===== src/wdsc_defs.svh =====
// register offsets, field positions, reset values and counts of the watchdog block
`ifndef WDSC_DEFS_SVH
`define WDSC_DEFS_SVH
`define WDSC_ADDR_STATUS      16'h0003
`define WDSC_ADDR_IRQCTL      16'h000b
`define WDSC_ADDR_OPTION      16'h0081
`define WDSC_ADDR_OPTION_HI   16'h0181
`define WDSC_ADDR_CONFIG      16'h2007
`define WDSC_CFG_WDT_EN_BIT   2
`define WDSC_ST_TO_BIT        4
`define WDSC_ST_PD_BIT        3
`define WDSC_CFG_RESET        8'hff
`define WDSC_OPT_RESET        8'hff
`define WDSC_IRQ_RESET        8'h00
`define WDSC_WDT_BASE_TICKS   256
`define WDSC_SCALER_W         8
`endif


===== src/wdsc_pkg.sv =====
// types shared by the watchdog and sleep control block
package wdsc_pkg;
   // scaler and timer0 setup register, bit 7 down to bit 0
   typedef struct packed {
      logic       pullup_dis;
      logic       int_edge;
      logic       t0_src;
      logic       t0_edge;
      logic       scaler_owner_select;
      logic [2:0] scale_ratio;
   } wdsc_option_t;
   // interrupt control register, bit 7 down to bit 0
   typedef struct packed {
      logic global_irq_enable;
      logic periph_en;
      logic t0_en;
      logic int_en;
      logic rb_en;
      logic t0_flag;
      logic int_flag;
      logic rb_flag;
   } wdsc_irqctl_t;
   typedef enum logic {
      st_run,
      st_sleep
   } wdsc_state_t;
endpackage : wdsc_pkg


===== src/wdsc_sync3.sv =====
// three-stage input synchroniser with agreement filter
`timescale 1ns/1ps
module wdsc_sync3 #(
   parameter logic RESET_VAL = 1'b0
) (
   // clock and reset
   input  wire logic clk,
   input  wire logic rst,
   // asynchronous input and filtered level
   input  wire logic din,
   output logic      level
);
   logic s1;
   logic s2;
   logic s3;

   // stages reset to the idle level so release does not fake an edge
   always_ff @(posedge clk) begin
      if (rst) begin
         s1    <= RESET_VAL;
         s2    <= RESET_VAL;
         s3    <= RESET_VAL;
         level <= RESET_VAL;
      end else begin
         s1 <= din;
         s2 <= s1;
         s3 <= s2;
         if (s2 == s3) begin
            level <= s3;
         end
      end
   end
endmodule : wdsc_sync3


===== src/wdsc_counter.sv =====
// clearable up-counter used for the watchdog base count and the shared scaler
`timescale 1ns/1ps
module wdsc_counter #(
   parameter int W = 8
) (
   // clock and reset
   input  wire logic         clk,
   input  wire logic         rst,
   // control
   input  wire logic         clr,
   input  wire logic         inc,
   // count
   output logic [W-1:0]      cnt
);
   always_ff @(posedge clk) begin
      if (rst || clr) begin
         cnt <= '0;
      end else if (inc) begin
         cnt <= cnt + W'(1);
      end
   end
endmodule : wdsc_counter


===== src/wdsc_core.sv =====
// watchdog timer, shared scaler and power-down control
//
// Implementation choice: the address-and-strobe port.
`timescale 1ns/1ps
// Overview of operation
// - watchdog counts ticks of its own RC oscillator
// - time-out while running forces device reset
// - time-out while asleep wakes without reset
// - every time-out clears the timeout flag
// - cleared enable fuse disables watchdog entirely
// - one scaler, owner select, three-bit ratio
// - clear or sleep zeroes counter and owned scaler
// - clear keeps scaler owner unchanged
// - sleep clears powerdown, sets timeout, stops oscillator
// - pins hold their drive state while asleep
// - wake on master clear, time-out, enabled interrupt
// - master clear resets, other wakes continue
// - powerdown flag set at power-up, cleared by sleep
// - only clockless peripherals may wake the device
// - clocked peripherals raise nothing while asleep
// - next instruction prefetched during sleep
// - wake needs individual enable, not global enable
// - after wake, vector only if global enable set
// - pending interrupt makes sleep a no-operation
// - interrupt during sleep completes side effects first
// - any reset clears the global interrupt enable
`include "wdsc_defs.svh"
module wdsc_core #(
   parameter int WDT_BASE_TICKS = `WDSC_WDT_BASE_TICKS,
   parameter int NUM_PERIPH     = 8
) (
   // clock and reset
   input  wire logic                  mclk,
   input  wire logic                  rst,
   // register port
   input  wire logic [15:0]           reg_addr,
   input  wire logic [7:0]            reg_wdata,
   input  wire logic                  reg_we,
   input  wire logic                  reg_re,
   output logic      [7:0]            reg_rdata,
   // instruction strobes from the core
   input  wire logic                  clear_watchdog_instr,
   input  wire logic                  sleep_instr,
   // pins
   input  wire logic                  wdt_rc_osc,
   input  wire logic                  master_clear_n,
   // interrupt sources
   input  wire logic                  t0_overflow,
   input  wire logic                  int_pin_event,
   input  wire logic                  rb_change_event,
   input  wire logic [NUM_PERIPH-1:0] periph_irq_req,
   input  wire logic [NUM_PERIPH-1:0] periph_clockless,
   // timer0 source through the shared scaler
   input  wire logic                  t0_source_evt,
   output logic                       t0_inc,
   // device control
   output logic                       device_reset,
   output logic                       wake_pulse,
   output logic                       isr_vector_req,
   output logic                       prefetch_next,
   output logic                       main_osc_run,
   output logic                       io_hold,
   output logic                       global_irq_enable,
   // status flags
   output logic                       timeout_flag_n,
   output logic                       powerdown_flag_n
);
   localparam int SW     = `WDSC_SCALER_W;
   localparam int BASE_W = (WDT_BASE_TICKS > 2) ? $clog2(WDT_BASE_TICKS) : 1;
   localparam logic [BASE_W-1:0] BASE_LAST = BASE_W'(WDT_BASE_TICKS - 1);

   // registers
   logic [7:0]             config_word;
   wdsc_pkg::wdsc_option_t opt;
   wdsc_pkg::wdsc_irqctl_t irq;
   wdsc_pkg::wdsc_state_t  state;

   // synchronised pins
   logic osc_lvl;
   logic osc_lvl_d;
   logic master_clear_n_lvl;

   // counters
   logic [BASE_W-1:0] base_cnt;
   logic [SW-1:0]     scal_cnt;

   // next values
   logic       next_device_reset;
   logic       next_wake;
   logic       next_vector;
   logic [7:0] next_rdata;

   // decode
   wire wr_config  = reg_we && (reg_addr == `WDSC_ADDR_CONFIG);
   wire wr_option  = reg_we && ((reg_addr == `WDSC_ADDR_OPTION) ||
                                (reg_addr == `WDSC_ADDR_OPTION_HI));
   wire wr_irq     = reg_we && (reg_addr == `WDSC_ADDR_IRQCTL);
   wire rd_config  = reg_addr == `WDSC_ADDR_CONFIG;
   wire rd_option  = (reg_addr == `WDSC_ADDR_OPTION) ||
                     (reg_addr == `WDSC_ADDR_OPTION_HI);
   wire rd_irq     = reg_addr == `WDSC_ADDR_IRQCTL;
   wire rd_status  = reg_addr == `WDSC_ADDR_STATUS;

   wire running    = state == wdsc_pkg::st_run;
   wire sleeping   = state == wdsc_pkg::st_sleep;

   // oscillator pin sampled into mclk; a rising edge is one tick
   wdsc_sync3 #(
      .RESET_VAL (1'b0)
   ) u_osc_sync (
      .clk   (mclk),
      .rst   (rst),
      .din   (wdt_rc_osc),
      .level (osc_lvl)
   );

   wdsc_sync3 #(
      .RESET_VAL (1'b1)
   ) u_master_clear_n_sync (
      .clk   (mclk),
      .rst   (rst),
      .din   (master_clear_n),
      .level (master_clear_n_lvl)
   );

   wire rc_tick      = osc_lvl && !osc_lvl_d;
   wire master_clear_n_active  = !master_clear_n_lvl;
   wire wdt_enabled  = config_word[`WDSC_CFG_WDT_EN_BIT];
   wire owner_wdt    = opt.scaler_owner_select;

   // interrupt sources; clocked sources fall silent while asleep
   wire t0_flag_set  = t0_overflow && !sleeping;
   wire [NUM_PERIPH-1:0] periph_live =
      periph_irq_req & (sleeping ? periph_clockless : '1);

   // wake needs only the individual enable; the global enable is not looked at
   wire irq_pending  = (irq.t0_en  && irq.t0_flag)  ||
                       (irq.int_en && irq.int_flag) ||
                       (irq.rb_en  && irq.rb_flag)  ||
                       (irq.periph_en && (|periph_live));

   // a pending interrupt turns the sleep instruction into a no-operation
   wire sleep_exec   = sleep_instr && running && !irq_pending;
   wire wd_clear     = clear_watchdog_instr || sleep_exec;

   // base period counter
   wire base_wrap    = wdt_enabled && rc_tick && (base_cnt == BASE_LAST);
   wire base_clr     = wd_clear || base_wrap || !wdt_enabled;
   wire base_inc     = wdt_enabled && rc_tick;

   wdsc_counter #(
      .W (BASE_W)
   ) u_base (
      .clk (mclk),
      .rst (rst),
      .clr (base_clr),
      .inc (base_inc),
      .cnt (base_cnt)
   );

   // shared scaler: postscaler 1:2^n for the watchdog, prescaler 1:2^(n+1) for timer0
   wire [SW-1:0] wdt_mask = SW'((SW'(1) << opt.scale_ratio) - SW'(1));
   wire [SW-1:0] t0_mask  = SW'((SW'(2) << opt.scale_ratio) - SW'(1));
   wire wdt_hit      = (scal_cnt & wdt_mask) == wdt_mask;
   wire t0_hit       = (scal_cnt & t0_mask) == t0_mask;

   // clearing the count leaves the owner select alone
   wire scal_clr     = wd_clear && owner_wdt;
   wire scal_inc     = owner_wdt ? base_wrap : t0_source_evt;

   wdsc_counter #(
      .W (SW)
   ) u_scaler (
      .clk (mclk),
      .rst (rst),
      .clr (scal_clr),
      .inc (scal_inc),
      .cnt (scal_cnt)
   );

   wire timeout      = owner_wdt ? (base_wrap && wdt_hit) : base_wrap;
   wire next_t0_inc  = owner_wdt ? t0_source_evt : (t0_source_evt && t0_hit);

   // reset request: master clear is held as a level, a time-out is one pulse
   always_comb begin
      next_device_reset = master_clear_n_active;
      if (running && timeout) begin
         next_device_reset = 1'b1;
      end
   end

   // wake: a time-out or an enabled interrupt, but not together with a master clear
   always_comb begin
      next_wake   = 1'b0;
      next_vector = 1'b0;
      if (sleeping && !master_clear_n_active) begin
         if (timeout) begin
            next_wake = 1'b1;
         end else if (irq_pending) begin
            next_wake   = 1'b1;
            next_vector = irq.global_irq_enable;
         end
      end
   end

   // read mux; unmapped addresses read zero
   always_comb begin
      next_rdata = 8'h00;
      if (rd_config) begin
         next_rdata = config_word;
      end else if (rd_option) begin
         next_rdata = opt;
      end else if (rd_irq) begin
         next_rdata = irq;
      end else if (rd_status) begin
         next_rdata[`WDSC_ST_TO_BIT] = timeout_flag_n;
         next_rdata[`WDSC_ST_PD_BIT] = powerdown_flag_n;
      end
   end

   always_ff @(posedge mclk) begin
      if (rst) begin
         reg_rdata <= 8'h00;
      end else if (reg_re) begin
         reg_rdata <= next_rdata;
      end else begin
         reg_rdata <= 8'h00;
      end
   end

   always_ff @(posedge mclk) begin
      if (rst) begin
         config_word <= `WDSC_CFG_RESET;
         opt         <= wdsc_pkg::wdsc_option_t'(`WDSC_OPT_RESET);
      end else begin
         if (wr_config) begin
            config_word <= reg_wdata;
         end
         if (wr_option) begin
            opt <= wdsc_pkg::wdsc_option_t'(reg_wdata);
         end
      end
   end

   // hardware sets are written last so an event beats a software clear
   always_ff @(posedge mclk) begin
      if (rst) begin
         irq <= wdsc_pkg::wdsc_irqctl_t'(`WDSC_IRQ_RESET);
      end else begin
         if (wr_irq) begin
            irq <= wdsc_pkg::wdsc_irqctl_t'(reg_wdata);
         end
         if (next_device_reset) begin
            irq.global_irq_enable <= 1'b0;
         end
         if (t0_flag_set) begin
            irq.t0_flag <= 1'b1;
         end
         if (int_pin_event) begin
            irq.int_flag <= 1'b1;
         end
         if (rb_change_event) begin
            irq.rb_flag <= 1'b1;
         end
      end
   end

   // status flags survive device resets; only power-up sets both
   always_ff @(posedge mclk) begin
      if (rst) begin
         timeout_flag_n   <= 1'b1;
         powerdown_flag_n <= 1'b1;
      end else if (timeout) begin
         // a time-out in the same cycle as sleep still counts
         timeout_flag_n <= 1'b0;
         if (sleep_exec) begin
            powerdown_flag_n <= 1'b0;
         end
      end else if (sleep_exec) begin
         timeout_flag_n   <= 1'b1;
         powerdown_flag_n <= 1'b0;
      end
   end

   // sleep state machine
   always_ff @(posedge mclk) begin
      if (rst) begin
         state <= wdsc_pkg::st_run;
      end else begin
         case (state)
            wdsc_pkg::st_run: begin
               if (sleep_exec && !master_clear_n_active) begin
                  state <= wdsc_pkg::st_sleep;
               end
            end
            wdsc_pkg::st_sleep: begin
               if (master_clear_n_active || next_wake) begin
                  state <= wdsc_pkg::st_run;
               end
            end
            default: begin
               state <= wdsc_pkg::st_run;
            end
         endcase
      end
   end

   // outputs, each from its own flip-flop
   always_ff @(posedge mclk) begin
      if (rst) begin
         device_reset   <= 1'b0;
         wake_pulse     <= 1'b0;
         isr_vector_req <= 1'b0;
         prefetch_next  <= 1'b0;
         t0_inc         <= 1'b0;
      end else begin
         device_reset   <= next_device_reset;
         wake_pulse     <= next_wake;
         isr_vector_req <= next_vector;
         prefetch_next  <= sleep_exec;
         t0_inc         <= next_t0_inc;
      end
   end

   // oscillator driver off and pins frozen for the whole of sleep
   always_ff @(posedge mclk) begin
      if (rst) begin
         main_osc_run <= 1'b1;
         io_hold      <= 1'b0;
         osc_lvl_d    <= 1'b0;
      end else begin
         osc_lvl_d <= osc_lvl;
         if (master_clear_n_active || next_wake) begin
            main_osc_run <= 1'b1;
            io_hold      <= 1'b0;
         end else if (sleep_exec) begin
            main_osc_run <= 1'b0;
            io_hold      <= 1'b1;
         end
      end
   end

   assign global_irq_enable = irq.global_irq_enable;

endmodule : wdsc_core


===== config.mk =====
export PLATFORM = sky130hd
export DESIGN_NAME = wdsc_core
export DESIGN_NICKNAME = d
export VERILOG_FILES = /design/src/wdsc_pkg.sv /design/src/wdsc_sync3.sv /design/src/wdsc_counter.sv /design/src/wdsc_core.sv
export VERILOG_INCLUDE_DIRS = /design/src
export SDC_FILE = /design/constraint.sdc
export NUM_CORES = 1
export LEC_CHECK = 0
export BUFFER_PORTS_ARGS = -buffer_cell sky130_fd_sc_hd__buf_2
export CAP_MARGIN = 20
export CORE_ASPECT_RATIO = 1.2
export CORE_MARGIN = 2
export CORE_UTILIZATION = 48
export CTS_CLUSTER_SIZE = 20
export DETAILED_ROUTE_END_ITERATION = 10
export PLACE_DENSITY = 0.85
export SLEW_MARGIN = 20
export SYNTH_ARGS = -nofsm -noshare
export SYNTH_HDL_FRONTEND = slang
export SYNTH_SLANG_ARGS = --single-unit

===== constraint.sdc =====
create_clock -name mclk -period 2.3 [get_ports mclk]
set_input_delay 0.46 -clock mclk [delete_from_list [all_inputs] [get_ports mclk]]
set_output_delay 0.46 -clock mclk [all_outputs]
set_load 0.01 [all_outputs]

**Word level (Yosys, flattened, before mapping)**

Cells that the tools add are included.

- Bits in registers: 67
- Output and inout bits: 18
- Logic and storage cells: 126
- Input bits: 52

- Shifts and indexed selects: 2
- Reductions and logical operators: 43
- Bitwise logic cells: 7
- $add $sub $neg: 4
- Multiplexer cells: 23
- Equality and inequality tests: 10

Operator list:

| operator | number |
|---|---|
| 8-bit bitwise AND | 3 |
| 8-bit two-way mux | 3 |
| 1-bit logical AND | 19 |
| 8-bit by 1-bit adder with 8-bit output, second input constant | 2 |
| 16-bit by 14-bit equality test with 1-bit output, second input constant | 1 |
| 16-bit by 2-bit equality test with 1-bit output, second input constant | 1 |
| 16-bit by 4-bit equality test with 1-bit output, second input constant | 1 |
| 16-bit by 8-bit equality test with 1-bit output, second input constant | 1 |
| 16-bit by 9-bit equality test with 1-bit output, second input constant | 1 |
| 8-bit equality test | 2 |
| 8-bit by 2-bit subtractor with 8-bit output, second input constant | 2 |
| 1-bit two-way mux | 14 |
| 1-bit logical OR | 10 |
| 3-bit two-way mux | 3 |
| 8-bit equality test, second input constant | 1 |
| 2-bit nonzero test | 4 |
| 8-bit OR reduction | 1 |
| 1-bit by 3-bit << shifter with 8-bit output, first input constant | 1 |
| 2-bit by 3-bit << shifter with 8-bit output, first input constant | 1 |
| 2-bit OR reduction | 3 |
| 1-bit zero test | 5 |
| 2-bit two-way mux | 2 |
| 1-bit inverter | 4 |
| 4-bit OR reduction | 1 |
| 2 further kinds | 3 |

**Depth between registers and ports, before layout**

- Depth after elaboration: 11
- Depth in mapped cells: 7
- Gate-level depth less buffers: 7

**Hierarchy**

Synthesis repeated with hierarchy kept, for this count alone.

- Cells, all modules: 323
- Area, all modules: 2839.0 um2

Modules (own cells, without submodules):

| module | cells an instance | area each (um2) | instances | sequential area each (um2) |
|---|---|---|---|---|
| wdsc_core | 227 | 1920.6 | 1 | 860.8 |
| wdsc_counter | 38 | 345.3 | 2 | 160.2 |
| wdsc_sync3 (u_master_clear_n_sync) | 10 | 115.1 | 1 | 80.1 |
| wdsc_sync3 (u_osc_sync) | 10 | 112.6 | 1 | 80.1 |

**Least setup slack after synthesis**

No wires, ideal clock.

- Path type: input to register
- From: in reg_addr[5]
- To: reg opt[7] (netlist name)
- Path buffers: 1
- Arrival: 2.254 ns
- Path slack: -0.073 ns
- Stages: 7
- Library setup time: 0.120 ns
- Required time: 2.180 ns
- Path through: or4b_4 or3_4 nor3_4 and2_4 buf_12 nor2b_2 a211o_1

- Cells in the longest elaborated chain, start to end: 3
- Elaborated cells on any way between the ends: 4
- Those cells by class: eq/ne (2); reduce/logical (2)

RTL lines:

| item | RTL line | text |
|---|---|---|
| from (decl) | wdsc_core.sv:36 | `input wire logic [15:0] reg_addr,` |
| 16-bit by 8-bit equality test with 1-bit output (no source line) / 16-bit by 9-bit equality test with 1-bit output (equally long branches) | -- |  |
| 1-bit logical OR * | wdsc_core.sv:95 | `` wire wr_option = reg_we && ((reg_addr == `WDSC_ADDR_OPTION) \|\| `` |
| 1-bit logical AND * | wdsc_core.sv:95 |  |
| to (signal assigned) | wdsc_core.sv:234 | `` opt <= wdsc_pkg::wdsc_option_t'(`WDSC_OPT_RESET); `` |
| to (signal assigned) | wdsc_core.sv:240 | `opt <= wdsc_pkg::wdsc_option_t'(reg_wdata);` |
| to (decl) | wdsc_core.sv:74 | `wdsc_pkg::wdsc_option_t opt;` |

Every way passes the cells marked *; elsewhere a longest branch is shown, timed or not.
A chain may end at the register's enable or synchronous reset.

**Final worst setup path**

- From: reg opt[2] (netlist name)
- To: reg main_osc_run

- Cells in the longest elaborated chain, start to end: 10

RTL lines:

| item | RTL line | text |
|---|---|---|
| 1-bit by 3-bit << shifter with 8-bit output * | wdsc_core.sv:162 | `wire [SW-1:0] wdt_mask = SW'((SW'(1) << opt.scale_ratio) - SW'(1));` |
| 8-bit by 2-bit subtractor with 8-bit output * | wdsc_core.sv:162 |  |
| 8-bit bitwise AND | wdsc_core.sv:164 | `wire wdt_hit = (scal_cnt & wdt_mask) == wdt_mask;` |
| 8-bit equality test * | wdsc_core.sv:164 |  |
| 1-bit logical AND * | wdsc_core.sv:181 | `wire timeout = owner_wdt ? (base_wrap && wdt_hit) : base_wrap;` |
| 1-bit two-way mux * | wdsc_core.sv:181 |  |
| 1-bit two-way mux * | wdsc_core.sv:197 | `if (timeout) begin` |
| 1-bit two-way mux * | wdsc_core.sv:196 | `if (sleeping && !master_clear_n_active) begin` |
| 1-bit logical OR * | wdsc_core.sv:333 | `if (master_clear_n_active \|\| next_wake) begin` |
| 2-bit OR reduction (no source line) * | -- |  |
| to (signal assigned) | wdsc_core.sv:328 | `main_osc_run <= 1'b1;` |
| to (signal assigned) | wdsc_core.sv:334 | `main_osc_run <= 1'b1;` |
| to (signal assigned) | wdsc_core.sv:337 | `main_osc_run <= 1'b0;` |
| to (decl) | wdsc_core.sv:61 | `output logic main_osc_run,` |

Marked as above.

==> qor.csv <==
metric,value,unit
slew margin rel.,37.47,%
global route overflow,0,
HP Class,in -> reg,
R2R Setup Slk,160,ps
initial antenna violation count,0,
n_diodes,0,
All-Layer GR Usage,23.14,%
Mapped Cells,320,
RSZ-0062 raised after global routing,no,
Die X,74.44,um
crit path capture,main_osc_run,
max_cap viols,0,
CP max-delay cell,o31ai_1,
Via density,5.425,
Main synth FF type,dfxtp_1,
final worst path period share,93.01,%
"commonest non-fill, non-tap cell in the layout",buf_2,
Num CTS Buffers,9,
cell breakdown of the critical path,nor2_1 -> a21oi_1 -> o21ai_0 -> o31ai_1 -> a41oi_1 -> a21o_1,
Die ar.,6589,sq um
area grow syn2layout,28.94,%
sequential share of power,43.2,%
H-tree depth,3,
clk sinks,67,
WP data arrival,2390,ps
R2R cell count,6,
final hold viol count,0,
Longest Clk Path Bufs,2,
"Power, Total",2.757,mW
DRT Pass-1 Iters,5,
fin util,64.58,%
"Largest stage delay, worst path",800,ps
Startpoint Class,register,
DRT Wirelength,7196,um
top cell type by total area after synthesis,dfxtp_1,
combinational share of power,4.9,%
post-place instance area,3388,sq um
Post-Syn Nets,374,
Vias,2669,
Critical Path RT,2550,ps
Crit Path Category,reg -> reg,
clock skew,8.355,ps
layout cells sized above 1,28.40,%
most frequent cells in the layout,"buf_2, dfxtp_1, nor2_1, nand2_1, buf_4",
min Tclk post-route,2139,ps
root buf cell,clkbuf_8,
IO Port Bufs,69,
area share of the largest cell type after synthesis,46.94,%
outcome,completed,
worst r2r src,opt[2],
GPL Wtd Cong,0.8523,
Internal,2.214,mW
DP HPWL,5140,um
Post-Synthesis Cell Area,2858,sq um
CTS tree,done,
Final ANT Viol Nets,0,
Placeable Area,5705,sq um
r2r endpoint,main_osc_run,
clock power share,51.9,%
Post-route DRC,0,
vias in the first global route,2689,
CP startpoint,opt[2],
first-pass GRT wire length,11520,um
Post-synth EDFFs,0,
routed len/inst,14.63,um
Slew @ Worst Pin,929.9,ps
Slew Limit Fails,0,
top area cells in the synthesized netlist,"dfxtp_1, nand2_1, nor2_1",
initial core utilization,50.09,%
#FFs+latches synth,67,
# hold bufs at CTS,0,
Yosys warnings,0,
I/O pin total,70,
NetSw,0.5428,mW
pin count of the biggest net entering global routing,15,
sequential area share after synthesis,46.94,%
nets@finish,461,
num rows,30,
Pwr Density,748.3,nW/um^2
VDD IR max,0.3855,mV
postcts setup bufs,0,
filler cell count in the final layout,448,
cell area after layout,3685,sq um
CP Max Fanout,7,
Die H,88.53,um
"Clk pin slew, worst setup/hold paths",70,ps
final setup fails,0,
Sw Share,19.69,%
critical path capture point type,register,
Netlist cell types,48,
PostCTS Resize Cnt,0,
syn_area_per_cell,8.930,sq um
fmax,467.5,MHz
First DRT Iteration DRCs,241,
Post-synth ARST share,0,%
clock latency on the worst-skew pair,350,ps
P_leak,1.606,nW
how the worst min path moves through the flow:
stage	start	endpoint	slack (ps)	depth (start not counted)
after floorplan	u_master_clear_n_sync.s1	u_master_clear_n_sync.s2	390	1
after global placement	u_master_clear_n_sync.s1	u_master_clear_n_sync.s2	390	1
after detailed placement	u_master_clear_n_sync.s1	u_master_clear_n_sync.s2	430	1
after CTS	master_clear_n	u_master_clear_n_sync.s1	300	2
after global routing	master_clear_n	u_master_clear_n_sync.s1	300	2
final	master_clear_n	u_master_clear_n_sync.s1	300	2
kinds of logic (layout without fill, tap and decap cells):
logic type	Yosys count	after routing	share of synthesized area [%]
buffers and inverters	19	111	3.108
AO/OA/AOI/OAI	53	53	12.70
multiplexers	18	18	6.436
adder cells (fa/ha/maj)	2	2	0.8755
flip-flops	67	67	46.94
XOR/XNOR	14	14	4.291
AND/OR/NAND/NOR	147	147	25.66
cell usage after synthesis, types with 3 or more instances:
cell type  count
clkbuf_1       8
mux2i_1       15
a21o_1         5
nor4_1         4
nand2b_1       4
nor2_1        45
nand4_1        9
xnor2_1        6
a222oi_1       8
mux2_2         3
a22oi_1        5
inv_1          8
nor2b_1        6
nand3_1       10
xor2_1         8
nand2_1       45
or2_2          3
o21ai_0       11
nand3b_1       3
a21oi_1       13
dfxtp_1       67
critical path, delay by kind of cell, from the launching register on:
| kind | cells | cell delay, ps |
|---|---|---|
| compound gates | 5 | 1480 |
| flops | 1 | 440 |
| simple gates | 1 | 110 |
registers in the layout, indices dropped and copies added, names as in the netlist, 7 cells and up:
register and flops:
irq 7, opt 7, reg_rdata 8, config_word 8, u_scaler.cnt 8, u_base.cnt 8
power groups by stage:
stage	sequential (mW)	combinational (mW)	clock, mW
floorplan	1.21	0.0559	0
global placement	1.22	0.130	0
detailed placement	1.22	0.134	0
CTS	1.19	0.134	1.44
global route	1.19	0.148	1.50
finish	1.19	0.134	1.43
layout make-up:
type / count / area [sq um] / share of cell area (%)
multi-input combinational: 234 / 1428 / 38.74
sequential: 67 / 1341 / 36.40
timing repair buffer: 86 / 485.5 / 13.17
clock inverter: 6 / 158.9 / 4.312
clock buffer: 10 / 137.6 / 3.735
tap: 80 / 100.1 / 2.716
inverter: 9 / 33.78 / 0.9168
stage by stage:
| step | setup slack [ps] | hold slack [ps] | std cells | TNS, ps |
|---|---|---|---|---|
| after floorplan | -25.07 | 389.5 | 320 | -25.07 |
| after global placement | 34.75 | 391.1 | 476 | 0 |
| after detailed placement | -30.10 | 430.3 | 476 | -111.5 |
| after CTS | 163.7 | 295.1 | 492 | 0 |
| after global routing | 29.48 | 302.3 | 492 | 0 |
| final | 160.8 | 299.5 | 492 | 0 |
routing by layer:
layer,up-vias,share of wire (%),track usage [%]
met5,-,0,0
met4,0,3.2,14.29
met3,22,5.0,6.264
met2,98,52,40.31
met1,1255,40,24.45
li1,1294,-,-
No activity file was read; power rests on OpenSTA's default activity.
